`config.mk`:
```
export PLATFORM = sky130hd
export DESIGN_NAME = rplex_top
export DESIGN_NICKNAME = d
export VERILOG_FILES = /design/src/inc/rplex_pkg.sv /design/src/hdl/rplex_top.sv
export VERILOG_INCLUDE_DIRS = /design/src /design/src/inc
export SDC_FILE = /design/constraint.sdc
export NUM_CORES = 1
export LEC_CHECK = 0
export ABC_AREA = 0
export BUFFER_PORTS_ARGS = -buffer_cell sky130_fd_sc_hd__clkbuf_2
export CORE_MARGIN = 2
export CORE_UTILIZATION = 50
export CTS_BUF_LIST = sky130_fd_sc_hd__clkbuf_4 sky130_fd_sc_hd__clkbuf_8 sky130_fd_sc_hd__clkbuf_16
export DETAILED_ROUTE_END_ITERATION = 10
export HOLD_SLACK_MARGIN = 0.12
export PLACE_DENSITY_LB_ADDON = 0.2
export SYNTH_ARGS = -nofsm -noshare
export SYNTH_HDL_FRONTEND = slang
export SYNTH_SLANG_ARGS = --single-unit
```
`constraint.sdc`:
```
create_clock -name clock -period 11.6 [get_ports clock]
set_clock_uncertainty 0.2 [all_clocks]
set_input_delay 0.58 -clock clock [delete_from_list [all_inputs] [get_ports clock]]
set_output_delay 0.58 -clock clock [all_outputs]
set_load 0.005 [all_outputs]
```
`src/inc/rplex_defines.svh`:
```
// constants for the remote parameter lexer
// assumes byte-wide ascii characters and a 100 MHz clock
`ifndef RPLEX_DEFINES_SVH
`define RPLEX_DEFINES_SVH
`define RPLEX_CH_CR 8'h0d
`define RPLEX_CH_LF 8'h0a
`define RPLEX_CH_DQ 8'h22
`define RPLEX_CH_SQ 8'h27
`define RPLEX_CH_HASH 8'h23
`define RPLEX_CH_COMMA 8'h2c
`define RPLEX_CH_SEMI 8'h3b
`define RPLEX_CH_SPACE 8'h20
`define RPLEX_CH_PLUS 8'h2b
`define RPLEX_CH_MINUS 8'h2d
`define RPLEX_CH_DOT 8'h2e
`define RPLEX_CH_UNDER 8'h5f
`define RPLEX_ERR_SYNTAX 16'hff9a
`define RPLEX_ERR_HEADER 16'hff92
`define RPLEX_ERR_UNDEF 16'hff8f
`define RPLEX_ERR_NUMCHAR 16'hff87
`define RPLEX_ERR_STRDATA 16'hff6a
`define RPLEX_ERR_STRTERM 16'hff69
`define RPLEX_ERR_STRSPACE 16'hff41
`define RPLEX_ERR_TOKSPACE 16'hff40
`define RPLEX_ERR_PARAM 16'hff24
`define RPLEX_ERR_RANGE 16'hff22
`define RPLEX_ERR_CFGINC 16'hfee2
`define RPLEX_ERR_CFGNA 16'hfee1
`define RPLEX_ERR_CMDNA 16'hfee0
`define RPLEX_ESR_CME_BIT 5
`define RPLEX_ESR_EXE_BIT 4
`define RPLEX_INT_MAX 17'h0ffff
`define RPLEX_FIFO_DEPTH 32
`define RPLEX_TOK_MAX 8'h40
`endif

```
`src/inc/rplex_pkg.sv`:
```
// types for the remote parameter lexer
// assumes rplex_defines.svh is on the include path
package rplex_pkg;
    typedef enum logic [3:0] {
        RPLEX_TK_NONE = 4'h0,
        RPLEX_TK_DQSTR = 4'h1,
        RPLEX_TK_SQSTR = 4'h2,
        RPLEX_TK_WORD = 4'h3,
        RPLEX_TK_FLOAT = 4'h4,
        RPLEX_TK_BIN = 4'h5,
        RPLEX_TK_OCT = 4'h6,
        RPLEX_TK_HEX = 4'h7,
        RPLEX_TK_SEP = 4'h8
    } rplex_kind_e;
    typedef struct packed {
        logic [7:0] data;
        logic eoi;
    } rplex_char_s;
    typedef struct packed {
        rplex_kind_e kind;
        logic last;
        logic [7:0] data;
        logic [15:0] value;
    } rplex_tok_s;
endpackage

```
`src/hdl/rplex_top.sv`:
```
// remote parameter lexer: fifo plus character scanner and error reporter
// assumes characters arrive on the same clock from the serial/gpib front end
//
// Function
// RULE1 - double quote string, doubled quote is literal
// RULE2 - controller sends no cr, lf, eoi in quotes
// RULE3 - flag unclosed or mismatched quoted string
// RULE4 - single quote string same, doubled literal
// RULE5 - word starts letter, then letter digit underscore
// RULE6 - other character ends a word
// RULE7 - number ends at comma semi nl eoi space
// RULE8 - invalid character inside number raises error
// RULE9 - sign, period or digit starts float
// RULE10 - float: sign, int, point, frac, exponent
// RULE11 - hash b binary, unsigned up to 65535
// RULE12 - hash q octal, up to 177777 octal
// RULE13 - hash h hexadecimal, up to ffff
// RULE14 - command errors set status bit 5
// RULE15 - execution errors set status bit 4
// RULE16 - codes -102, -110, -113 for parse faults
// RULE17 - code -121 for bad number character
// RULE18 - codes -150, -151 for string faults
// RULE19 - codes -191, -192 for storage exhaustion
// RULE20 - codes -220, -222 for parameter faults
// RULE21 - codes -286, -287, -288 for config faults
// RULE22 - echo on reports now, off queues errors
`timescale 1ns/10ps
`include "rplex_defines.svh"

module rplex_fifo #(
    parameter int WIDTH = 9,
    parameter int DEPTH = 32
) (
    input wire logic clock,
    input wire logic rst_b,
    input wire logic [WIDTH-1:0] in_data,
    input wire logic in_valid,
    output logic in_ready,
    output logic [WIDTH-1:0] out_data,
    output logic out_valid,
    input wire logic out_ready
);
    localparam int AW = $clog2(DEPTH);
    logic [WIDTH-1:0] mem [DEPTH];
    logic [AW:0] wr_ptr;
    logic [AW:0] rd_ptr;
    logic full;
    logic empty;
    logic [AW:0] next_wr_ptr;
    logic [AW:0] next_rd_ptr;
    assign full = (wr_ptr[AW-1:0] == rd_ptr[AW-1:0]) && (wr_ptr[AW] != rd_ptr[AW]);
    assign empty = (wr_ptr == rd_ptr);
    // pointers after this edge; in_ready is registered from them
    assign next_wr_ptr = wr_ptr + {{AW{1'b0}}, in_valid && !full};
    assign next_rd_ptr = rd_ptr + {{AW{1'b0}}, out_ready && !empty};
    assign out_valid = !empty;
    assign out_data = mem[rd_ptr[AW-1:0]];
    // storage write
    always_ff @(posedge clock)
    begin
        if (in_valid && !full)
            mem[wr_ptr[AW-1:0]] <= in_data;
    end
    // pointers
    always_ff @(posedge clock or negedge rst_b)
    begin
        if (!rst_b)
        begin
            wr_ptr <= '0;
            rd_ptr <= '0;
            in_ready <= 1'b1;
        end
        else
        begin
            wr_ptr <= next_wr_ptr;
            rd_ptr <= next_rd_ptr;
            in_ready <= (next_wr_ptr ^ next_rd_ptr) != {1'b1, {AW{1'b0}}}; // not full next cycle
        end
    end
endmodule

module rplex_top (
    input wire logic clock,
    input wire logic rst_b,
    input wire rplex_pkg::rplex_char_s in_char,
    input wire logic in_valid,
    output logic in_ready,
    input wire logic echo_on,
    input wire logic exec_err_valid,
    input wire logic [15:0] exec_err_code,
    input wire logic cmd_err_valid,
    input wire logic [15:0] cmd_err_code,
    input wire logic esr_clear,
    output rplex_pkg::rplex_tok_s tok,
    output logic tok_valid,
    output logic [15:0] err_code,
    output logic err_now,
    output logic err_queued,
    output logic [7:0] esr
);
    typedef enum logic [3:0] {
        RPLEX_ST_IDLE = 4'h0,
        RPLEX_ST_QSTR = 4'h1,
        RPLEX_ST_QEND = 4'h2,
        RPLEX_ST_WORD = 4'h3,
        RPLEX_ST_FINT = 4'h4,
        RPLEX_ST_FFRAC = 4'h5,
        RPLEX_ST_FEXP = 4'h6,
        RPLEX_ST_HASH = 4'h7,
        RPLEX_ST_RADIX = 4'h8,
        RPLEX_ST_SKIP = 4'h9
    } rplex_state_e;

    rplex_state_e state;
    rplex_pkg::rplex_char_s c;
    logic c_valid;
    logic [7:0] ch;
    logic [7:0] quote;
    logic [1:0] radix_sh;
    logic [16:0] acc;
    logic [7:0] tok_count;
    logic is_alpha;
    logic is_digit;
    logic is_hex;
    logic [3:0] dval;
    logic num_end;
    logic parse_err;
    logic [15:0] parse_code;
    rplex_pkg::rplex_kind_e radix_kind;

    rplex_fifo #(.WIDTH(9), .DEPTH(`RPLEX_FIFO_DEPTH)) u_fifo (
        .clock(clock),
        .rst_b(rst_b),
        .in_data(in_char),
        .in_valid(in_valid),
        .in_ready(in_ready),
        .out_data(c),
        .out_valid(c_valid),
        .out_ready(1'b1)
    );

    // character classes
    assign ch = c.data;
    assign is_alpha = (ch >= 8'h41 && ch <= 8'h5a) || (ch >= 8'h61 && ch <= 8'h7a);
    assign is_digit = (ch >= 8'h30 && ch <= 8'h39);
    assign is_hex = is_digit || (ch >= 8'h41 && ch <= 8'h46) || (ch >= 8'h61 && ch <= 8'h66);
    assign dval = is_digit ? ch[3:0] : 4'(ch[3:0] + 4'h9);
    assign num_end = c.eoi || ch == `RPLEX_CH_COMMA || ch == `RPLEX_CH_SEMI // [RULE7]
        || ch == `RPLEX_CH_LF || ch == `RPLEX_CH_SPACE;
    assign radix_kind = radix_sh == 2'h1 ? rplex_pkg::RPLEX_TK_BIN
        : radix_sh == 2'h3 ? rplex_pkg::RPLEX_TK_OCT : rplex_pkg::RPLEX_TK_HEX;

    // scanner state and token output
    always_ff @(posedge clock or negedge rst_b)
    begin
        if (!rst_b)
        begin
            state <= RPLEX_ST_IDLE;
            quote <= 8'h00;
            radix_sh <= 2'h0;
            acc <= 17'h00000;
            tok <= '0;
            tok_valid <= 1'b0;
            parse_err <= 1'b0;
            parse_code <= 16'h0000;
            tok_count <= 8'h00;
        end
        else
        begin
            tok_valid <= 1'b0;
            parse_err <= 1'b0;
            if (c_valid)
            begin
                tok.data <= ch;
                tok.last <= 1'b0;
                unique case (state)
                    RPLEX_ST_IDLE:
                    begin
                        if (ch == `RPLEX_CH_DQ || ch == `RPLEX_CH_SQ) // [RULE1] [RULE4]
                        begin
                            quote <= ch;
                            state <= RPLEX_ST_QSTR;
                        end
                        else if (is_alpha) // [RULE5]
                        begin
                            tok.kind <= rplex_pkg::RPLEX_TK_WORD;
                            tok_valid <= 1'b1;
                            state <= RPLEX_ST_WORD;
                        end
                        else if (is_digit || ch == `RPLEX_CH_PLUS || ch == `RPLEX_CH_MINUS
                            || ch == `RPLEX_CH_DOT) // [RULE9] [RULE10]
                        begin
                            tok.kind <= rplex_pkg::RPLEX_TK_FLOAT;
                            tok_valid <= 1'b1;
                            state <= ch == `RPLEX_CH_DOT ? RPLEX_ST_FFRAC : RPLEX_ST_FINT;
                        end
                        else if (ch == `RPLEX_CH_HASH)
                            state <= RPLEX_ST_HASH;
                        else if (ch == `RPLEX_CH_COMMA || ch == `RPLEX_CH_SEMI)
                        begin
                            tok.kind <= rplex_pkg::RPLEX_TK_SEP;
                            tok.last <= 1'b1;
                            tok_valid <= 1'b1;
                            tok_count <= ch == `RPLEX_CH_SEMI ? 8'h00 : 8'(tok_count + 8'h01);
                            if (tok_count == `RPLEX_TOK_MAX) // [RULE19]
                            begin
                                parse_err <= 1'b1;
                                parse_code <= `RPLEX_ERR_TOKSPACE;
                            end
                        end
                        else if (ch == `RPLEX_CH_LF || ch == `RPLEX_CH_CR || c.eoi)
                            tok_count <= 8'h00;
                        else if (ch != `RPLEX_CH_SPACE) // [RULE16]
                        begin
                            parse_err <= 1'b1;
                            parse_code <= `RPLEX_ERR_SYNTAX;
                        end
                    end
                    RPLEX_ST_QSTR:
                    begin
                        if (ch == `RPLEX_CH_LF || ch == `RPLEX_CH_CR || c.eoi) // [RULE3] [RULE18]
                        begin
                            parse_err <= 1'b1;
                            parse_code <= `RPLEX_ERR_STRTERM;
                            state <= RPLEX_ST_IDLE;
                        end
                        else if (ch == quote)
                            state <= RPLEX_ST_QEND;
                        else
                        begin
                            tok.kind <= quote == `RPLEX_CH_DQ ? rplex_pkg::RPLEX_TK_DQSTR
                                : rplex_pkg::RPLEX_TK_SQSTR;
                            tok_valid <= 1'b1;
                        end
                    end
                    RPLEX_ST_QEND:
                    begin
                        tok.kind <= quote == `RPLEX_CH_DQ ? rplex_pkg::RPLEX_TK_DQSTR
                            : rplex_pkg::RPLEX_TK_SQSTR;
                        tok_valid <= 1'b1;
                        if (ch == quote) // [RULE1] [RULE4]
                            state <= RPLEX_ST_QSTR;
                        else
                        begin
                            tok.last <= 1'b1; // closing quote: string done, char dropped
                            tok.data <= 8'h00;
                            state <= RPLEX_ST_IDLE;
                            if (is_alpha || is_digit || ch == `RPLEX_CH_DQ || ch == `RPLEX_CH_SQ)
                            begin
                                parse_err <= 1'b1; // [RULE18]
                                parse_code <= `RPLEX_ERR_STRDATA;
                            end
                        end
                    end
                    RPLEX_ST_WORD:
                    begin
                        tok.kind <= rplex_pkg::RPLEX_TK_WORD;
                        tok_valid <= 1'b1;
                        if (!(is_alpha || is_digit || ch == `RPLEX_CH_UNDER)) // [RULE6]
                        begin
                            tok.last <= 1'b1;
                            tok.data <= 8'h00;
                            state <= RPLEX_ST_IDLE;
                            if (!num_end && ch != `RPLEX_CH_CR) // [RULE16]
                            begin
                                parse_err <= 1'b1;
                                parse_code <= `RPLEX_ERR_HEADER;
                            end
                        end
                    end
                    RPLEX_ST_FINT, RPLEX_ST_FFRAC, RPLEX_ST_FEXP:
                    begin
                        tok.kind <= rplex_pkg::RPLEX_TK_FLOAT;
                        tok_valid <= 1'b1;
                        if (num_end)
                        begin
                            tok.last <= 1'b1;
                            tok.data <= 8'h00;
                            state <= RPLEX_ST_IDLE;
                        end
                        else if (is_digit)
                            state <= state;
                        else if (ch == `RPLEX_CH_DOT && state == RPLEX_ST_FINT) // [RULE10]
                            state <= RPLEX_ST_FFRAC;
                        else if ((ch == 8'h45 || ch == 8'h65) && state != RPLEX_ST_FEXP)
                            state <= RPLEX_ST_FEXP;
                        else if ((ch == `RPLEX_CH_PLUS || ch == `RPLEX_CH_MINUS)
                            && state == RPLEX_ST_FEXP)
                            state <= state;
                        else // [RULE8] [RULE17]
                        begin
                            tok_valid <= 1'b0;
                            parse_err <= 1'b1;
                            parse_code <= `RPLEX_ERR_NUMCHAR;
                            state <= RPLEX_ST_SKIP;
                        end
                    end
                    RPLEX_ST_HASH:
                    begin
                        acc <= 17'h00000;
                        state <= RPLEX_ST_RADIX;
                        if (ch == 8'h42 || ch == 8'h62) // [RULE11]
                            radix_sh <= 2'h1;
                        else if (ch == 8'h51 || ch == 8'h71) // [RULE12]
                            radix_sh <= 2'h3;
                        else if (ch == 8'h48 || ch == 8'h68) // [RULE13]
                            radix_sh <= 2'h0;
                        else
                        begin
                            parse_err <= 1'b1; // [RULE17]
                            parse_code <= `RPLEX_ERR_NUMCHAR;
                            state <= RPLEX_ST_SKIP;
                        end
                    end
                    RPLEX_ST_RADIX:
                    begin
                        if (num_end)
                        begin
                            tok.kind <= radix_kind;
                            tok.value <= acc[15:0];
                            tok.last <= 1'b1;
                            tok_valid <= 1'b1;
                            state <= RPLEX_ST_IDLE;
                        end
                        else if ((radix_sh == 2'h1 && (ch == 8'h30 || ch == 8'h31))
                            || (radix_sh == 2'h3 && ch >= 8'h30 && ch <= 8'h37)
                            || (radix_sh == 2'h0 && is_hex))
                        begin
                            acc <= radix_sh == 2'h1 ? {acc[15:0], ch[0]}
                                : radix_sh == 2'h3 ? {acc[13:0], ch[2:0]} : {acc[12:0], dval};
                            if (acc > (`RPLEX_INT_MAX >> (radix_sh == 2'h1 ? 1
                                : radix_sh == 2'h3 ? 3 : 4))) // range check
                            begin
                                parse_err <= 1'b1; // [RULE20]
                                parse_code <= `RPLEX_ERR_RANGE;
                                state <= RPLEX_ST_SKIP;
                            end
                        end
                        else
                        begin
                            parse_err <= 1'b1; // [RULE8] [RULE17]
                            parse_code <= `RPLEX_ERR_NUMCHAR;
                            state <= RPLEX_ST_SKIP;
                        end
                    end
                    RPLEX_ST_SKIP:
                    begin
                        if (num_end)
                            state <= RPLEX_ST_IDLE;
                    end
                    default:
                        state <= RPLEX_ST_IDLE;
                endcase
            end
        end
    end

    // error reporting and status bits; a set in the clear cycle wins
    always_ff @(posedge clock or negedge rst_b)
    begin
        if (!rst_b)
        begin
            err_code <= 16'h0000;
            err_now <= 1'b0;
            err_queued <= 1'b0;
            esr <= 8'h00;
        end
        else
        begin
            err_now <= 1'b0;
            err_queued <= 1'b0;
            if (esr_clear)
                esr <= 8'h00;
            if (parse_err || cmd_err_valid) // [RULE14] [RULE16] [RULE19]
            begin
                err_code <= parse_err ? parse_code : cmd_err_code;
                err_now <= echo_on; // [RULE22]
                err_queued <= !echo_on;
                if (cmd_err_valid || parse_code != `RPLEX_ERR_RANGE)
                    esr[`RPLEX_ESR_CME_BIT] <= 1'b1;
            end
            else if (exec_err_valid) // [RULE15] [RULE20] [RULE21]
            begin
                err_code <= exec_err_code;
                err_now <= echo_on;
                err_queued <= !echo_on;
            end
            // a radix range overflow counts as an execution error
            if (exec_err_valid || (parse_err && parse_code == `RPLEX_ERR_RANGE))
                esr[`RPLEX_ESR_EXE_BIT] <= 1'b1; // [RULE15] [RULE20]
        end
    end

    chk_cmd_err_bit: assert property (@(posedge clock) disable iff (!rst_b) // [RULE14]
        (parse_err && parse_code != `RPLEX_ERR_RANGE) |=> esr[`RPLEX_ESR_CME_BIT])
        else $error("command error bit not set");
    chk_exe_err_bit: assert property (@(posedge clock) disable iff (!rst_b) // [RULE15]
        (exec_err_valid || (parse_err && parse_code == `RPLEX_ERR_RANGE))
        |=> esr[`RPLEX_ESR_EXE_BIT]) else $error("execution bit not set");
    chk_echo_route: assert property (@(posedge clock) disable iff (!rst_b) // [RULE22]
        (parse_err && echo_on) |=> err_now && !err_queued) else $error("echo routing wrong");
    chk_queue_route: assert property (@(posedge clock) disable iff (!rst_b) // [RULE22]
        (parse_err && !echo_on) |=> err_queued && !err_now) else $error("queue routing wrong");
    chk_unterm_str: assert property (@(posedge clock) disable iff (!rst_b) // [RULE3]
        (c_valid && state == RPLEX_ST_QSTR && ch == `RPLEX_CH_LF)
        |=> parse_err && parse_code == `RPLEX_ERR_STRTERM) else $error("unterminated missed");
    chk_dbl_quote: assert property (@(posedge clock) disable iff (!rst_b) // [RULE1]
        (c_valid && state == RPLEX_ST_QEND && ch == quote) |=> state == RPLEX_ST_QSTR
        && tok_valid && tok.data == quote) else $error("doubled quote lost");
    chk_word_end: assert property (@(posedge clock) disable iff (!rst_b) // [RULE6]
        (c_valid && state == RPLEX_ST_WORD && ch == `RPLEX_CH_SPACE)
        |=> tok.last && state == RPLEX_ST_IDLE) else $error("word not ended");
    chk_num_char: assert property (@(posedge clock) disable iff (!rst_b) // [RULE17]
        (c_valid && state == RPLEX_ST_FINT && is_alpha && ch != 8'h45 && ch != 8'h65)
        |=> parse_err && parse_code == `RPLEX_ERR_NUMCHAR) else $error("bad digit missed");
    chk_float_start: assert property (@(posedge clock) disable iff (!rst_b) // [RULE9]
        (c_valid && state == RPLEX_ST_IDLE && is_digit)
        |=> tok_valid && tok.kind == rplex_pkg::RPLEX_TK_FLOAT) else $error("float missed");
endmodule

```
==> reports/results.ini <==
[timing]
setup_tns_ns=0
rsz0062_at_grt=no
fin_crit_ns=6.47
worst_pin_slew_ns=1.13
max_freq_mhz=155
hold_ws_ns=0.155
period_share_pct=55.8
finalHoldViolCount=0
relSlewSlack_pct=24.6
fin_ws_ns=5.13
finalMaxSlewViolations=0
setup_viol=0

[placement]
place_ws_ns=5.03
gp_routability_congestion=0.883
portBuffers=98
hpwl_mm=27.3

[hold_path]
hp-start=cmd_err_code[1]
hold_path.class=in -> reg
worstHoldPathCells=3
min_to=err_code[1]$_DFFE_PN0P_

[synthesis]
yosysTopAreaCellShare_pct=47.4
synthArstFlopShare_pct=28.0
synth_edf_count=288
yosys.cell_types.count=88
synth.area.top_cells=edfxtp_1, dfrtp_1, mux2i_1
avgSynthCellArea_sq_um=13.9
synth_seq_cells=400
syn_inst=1314
yosysWarningCount=0
synth.most_common_cell=edfxtp_1
synthFlopType=edfxtp_1
netlist_area_sq_um=18200
synth_commonest_cells=edfxtp_1, nand2_1, dfrtp_1, mux2i_1, nor2_1
ys_seq_area_share_pct=62.8
yosysTopAreaCell=edfxtp_1

[worst_setup_path]
path_delay_family=compound AO/OA/AOI/OAI gates
worstPathArrival_ns=6.65
slowest_stage=dfrtp_4
reg2reg_from=u_fifo.rd_ptr[0]$_DFF_PN0_
reg2regPathDepth=15
crit_fanout=38
end_kind=register
startpoint_type=register
path_cells=buf_4 -> mux2i_1 -> a22oi_1 -> a21oi_1 -> a311oi_1 -> or2_1 -> inv_2 -> ha_1 -> or3_1 -> o2111ai_1 -> a2111oi_0 -> a2111oi_2 -> o21ai_0 -> nand3_1 -> o21ai_0
cp.required_ns=11.78
crit_type=reg -> reg
cp.depth=15
r2r-end=acc[12]$_DFFE_PN0P_
rrSetupSlack_ns=5.13
critPathBufInv=2
cpMostUsedCell=o21ai_0
cp_slowest_stage_delay_ns=0.84

[floorplanning]
design.die.area_sq_um=38000
die_w_microns=195
core_area_sq_um=35700
initial_core_util_pct=51.0
rows=69
pin_count=105
die_h_microns=195

[detailed_routing]
antenna_left=0
via_per_inst=5.97
wl_per_cell_microns=22.4
drt_first_pass_iters=6
drt-total-wl_mm=42.4
vias=11300
drc_errors=0
drt_iter0_drc=1014

[clocking]
cts-htree-levels=2
root_buffer=clkbuf_16
clkSinkCount=400
clkTransAtPathRegs_ns=0.06
worstSkewPairLatency_ns=0.57
clock_path_buffers=3
post_cts_buffers=0
cts_made_buffers=42
cts_tree=built
cts_resized=0

[global_routing]
grt_overflow=0
first_global_vias=11200
grt_use_total_pct=22.6
grt_start_max_net_pins=62
grt_pass1_wl_mm=66.3
antenna_found_initial=0

[layout]
nNetsFinal=1460
final_layout_size_suffix_gt1_share_pct=19.3
antenna_cells=0
syn2layout_area_growth_pct=11.6

[flow_run]
max_cap_viol_count=0

[power]
leakage_nw=7.50
powerDensity_nw_per_um2=266
vdd_drop_max_mv=0.159
power.total_mw=5.42

[status]
status=finished clean

==> state kept, by name, indices dropped and copies added (netlist names), 2 cells and up <==
signal         count
acc               17
err_code          16
esr                2
parse_code         9
quote              8
radix_sh           2
state              4
tok               29
tok_count          8
u_fifo.mem       288
u_fifo.rd_ptr      6
u_fifo.wr_ptr      6
==> area by class of cell <==
cell class                      count  area, sq um
Clock inverter                     17          175
Fill cell                        2871        15400
Inverter                           19         71.3
Tap cell                          461          577
Multi-Input combinational cell    819         6200
Clock buffer                       61         1240
Sequential cell                   400        11500
Timing Repair Buffer              115          626
==> report_power, final <==
part | leakage (nW) | internal (mW) | total [mW] | switching, mW
sequential | 4.03 | 1.72 | 1.90 | 0.184
combinational | 2.77 | 0.862 | 2.17 | 1.31
clock | 0.699 | 0.791 | 1.34 | 0.548
==> through the flow <==
stage / utilization, % / cells / cell area, sq um
floorplan: - / 1321 / 18300
global route: 56.9 / 1892 / 20300
detailed placement: 52.9 / 1812 / 18900
CTS: 56.9 / 1892 / 20300
finish: 56.9 / 1892 / 20300
global placement: 52.9 / 1812 / 18900
==> timing repair <==
action / in CTS / in global routing
endpoints found under the hold margin: 52 / 0
hold buffers: 2 / 0
endpoints found under the setup margin: 0 / 0
==> how the worst max path moves through the flow <==
stage | start | end
3_5_place_dp | u_fifo.rd_ptr[0]$_DFF_PN0_ | acc[12]$_DFFE_PN0P_
4_1_cts | u_fifo.rd_ptr[0]$_DFF_PN0_ | acc[12]$_DFFE_PN0P_
2_1_floorplan | u_fifo.rd_ptr[0]$_DFF_PN0_ | tok_count[5]$_DFFE_PN0P_
6_report | u_fifo.rd_ptr[0]$_DFF_PN0_ | acc[12]$_DFFE_PN0P_
5_1_grt | u_fifo.rd_ptr[0]$_DFF_PN0_ | acc[0]$_DFFE_PN0P_
3_3_place_gp | u_fifo.rd_ptr[0]$_DFF_PN0_ | acc[8]$_DFFE_PN0P_
==> cells by family (layout without fill, tap and decap cells) <==
group | count (synthesis) | in the layout | share of synthesized area (%)
AO/OA/AOI/OAI | 252 | 252 | 9.32
XOR/XNOR | 33 | 33 | 1.59
adder cells (fa/ha/maj) | 15 | 15 | 1.03
buffers and inverters | 102 | 212 | 3.33
flip-flops | 400 | 400 | 62.8
multiplexers | 169 | 169 | 12.8
other | 1 | 8 | 0.0206
AND/OR/NAND/NOR | 342 | 342 | 9.13
==> per-layer routing <==
layer  wire length [microns]  part of all wire, %  up-vias  global-route usage [%]
li1                        -                    -     5194                       -
met2                   19800                   47      460                    36.2
met4                    1160                  2.7        0                    7.12
met3                    2980                  7.0       82                    4.37
met1                   18400                   43     5557                    31.3
met5                       0                    0        -                       0
==> placed cells by master (no fill, tap or decap), types with 11 or more instances in the layout <==
cell,netlist,layout
clkbuf_2,1,97
clkinv_1,1,12
inv_1,15,15
o21ai_0,64,64
clkbuf_4,0,14
mux2_2,32,32
nor3_1,16,16
a22oi_1,35,35
ha_1,15,15
buf_4,10,16
a21oi_1,44,44
edfxtp_1,288,288
o211ai_1,19,19
clkbuf_16,0,43
nand2_1,116,116
dfrtp_1,111,109
mux2i_1,86,86
nand2b_1,22,22
xnor2_1,24,24
nor2_1,86,86
mux4_2,33,33
o22ai_1,11,11
nand3_1,27,27
==> worst reg2reg max path: stages (launching register included) <==
cell and delay (ns):
dfrtp_4 0.84, buf_4 0.66, mux2i_1 0.17, a22oi_1 0.35
a21oi_1 0.12, a311oi_1 0.66, or2_1 0.40, inv_2 0.12
ha_1 0.27, or3_1 0.39, o2111ai_1 0.23, a2111oi_0 0.12
a2111oi_2 0.64, o21ai_0 0.15, nand3_1 0.73, o21ai_0 0.25
Power figures use the tool's default switching activity.
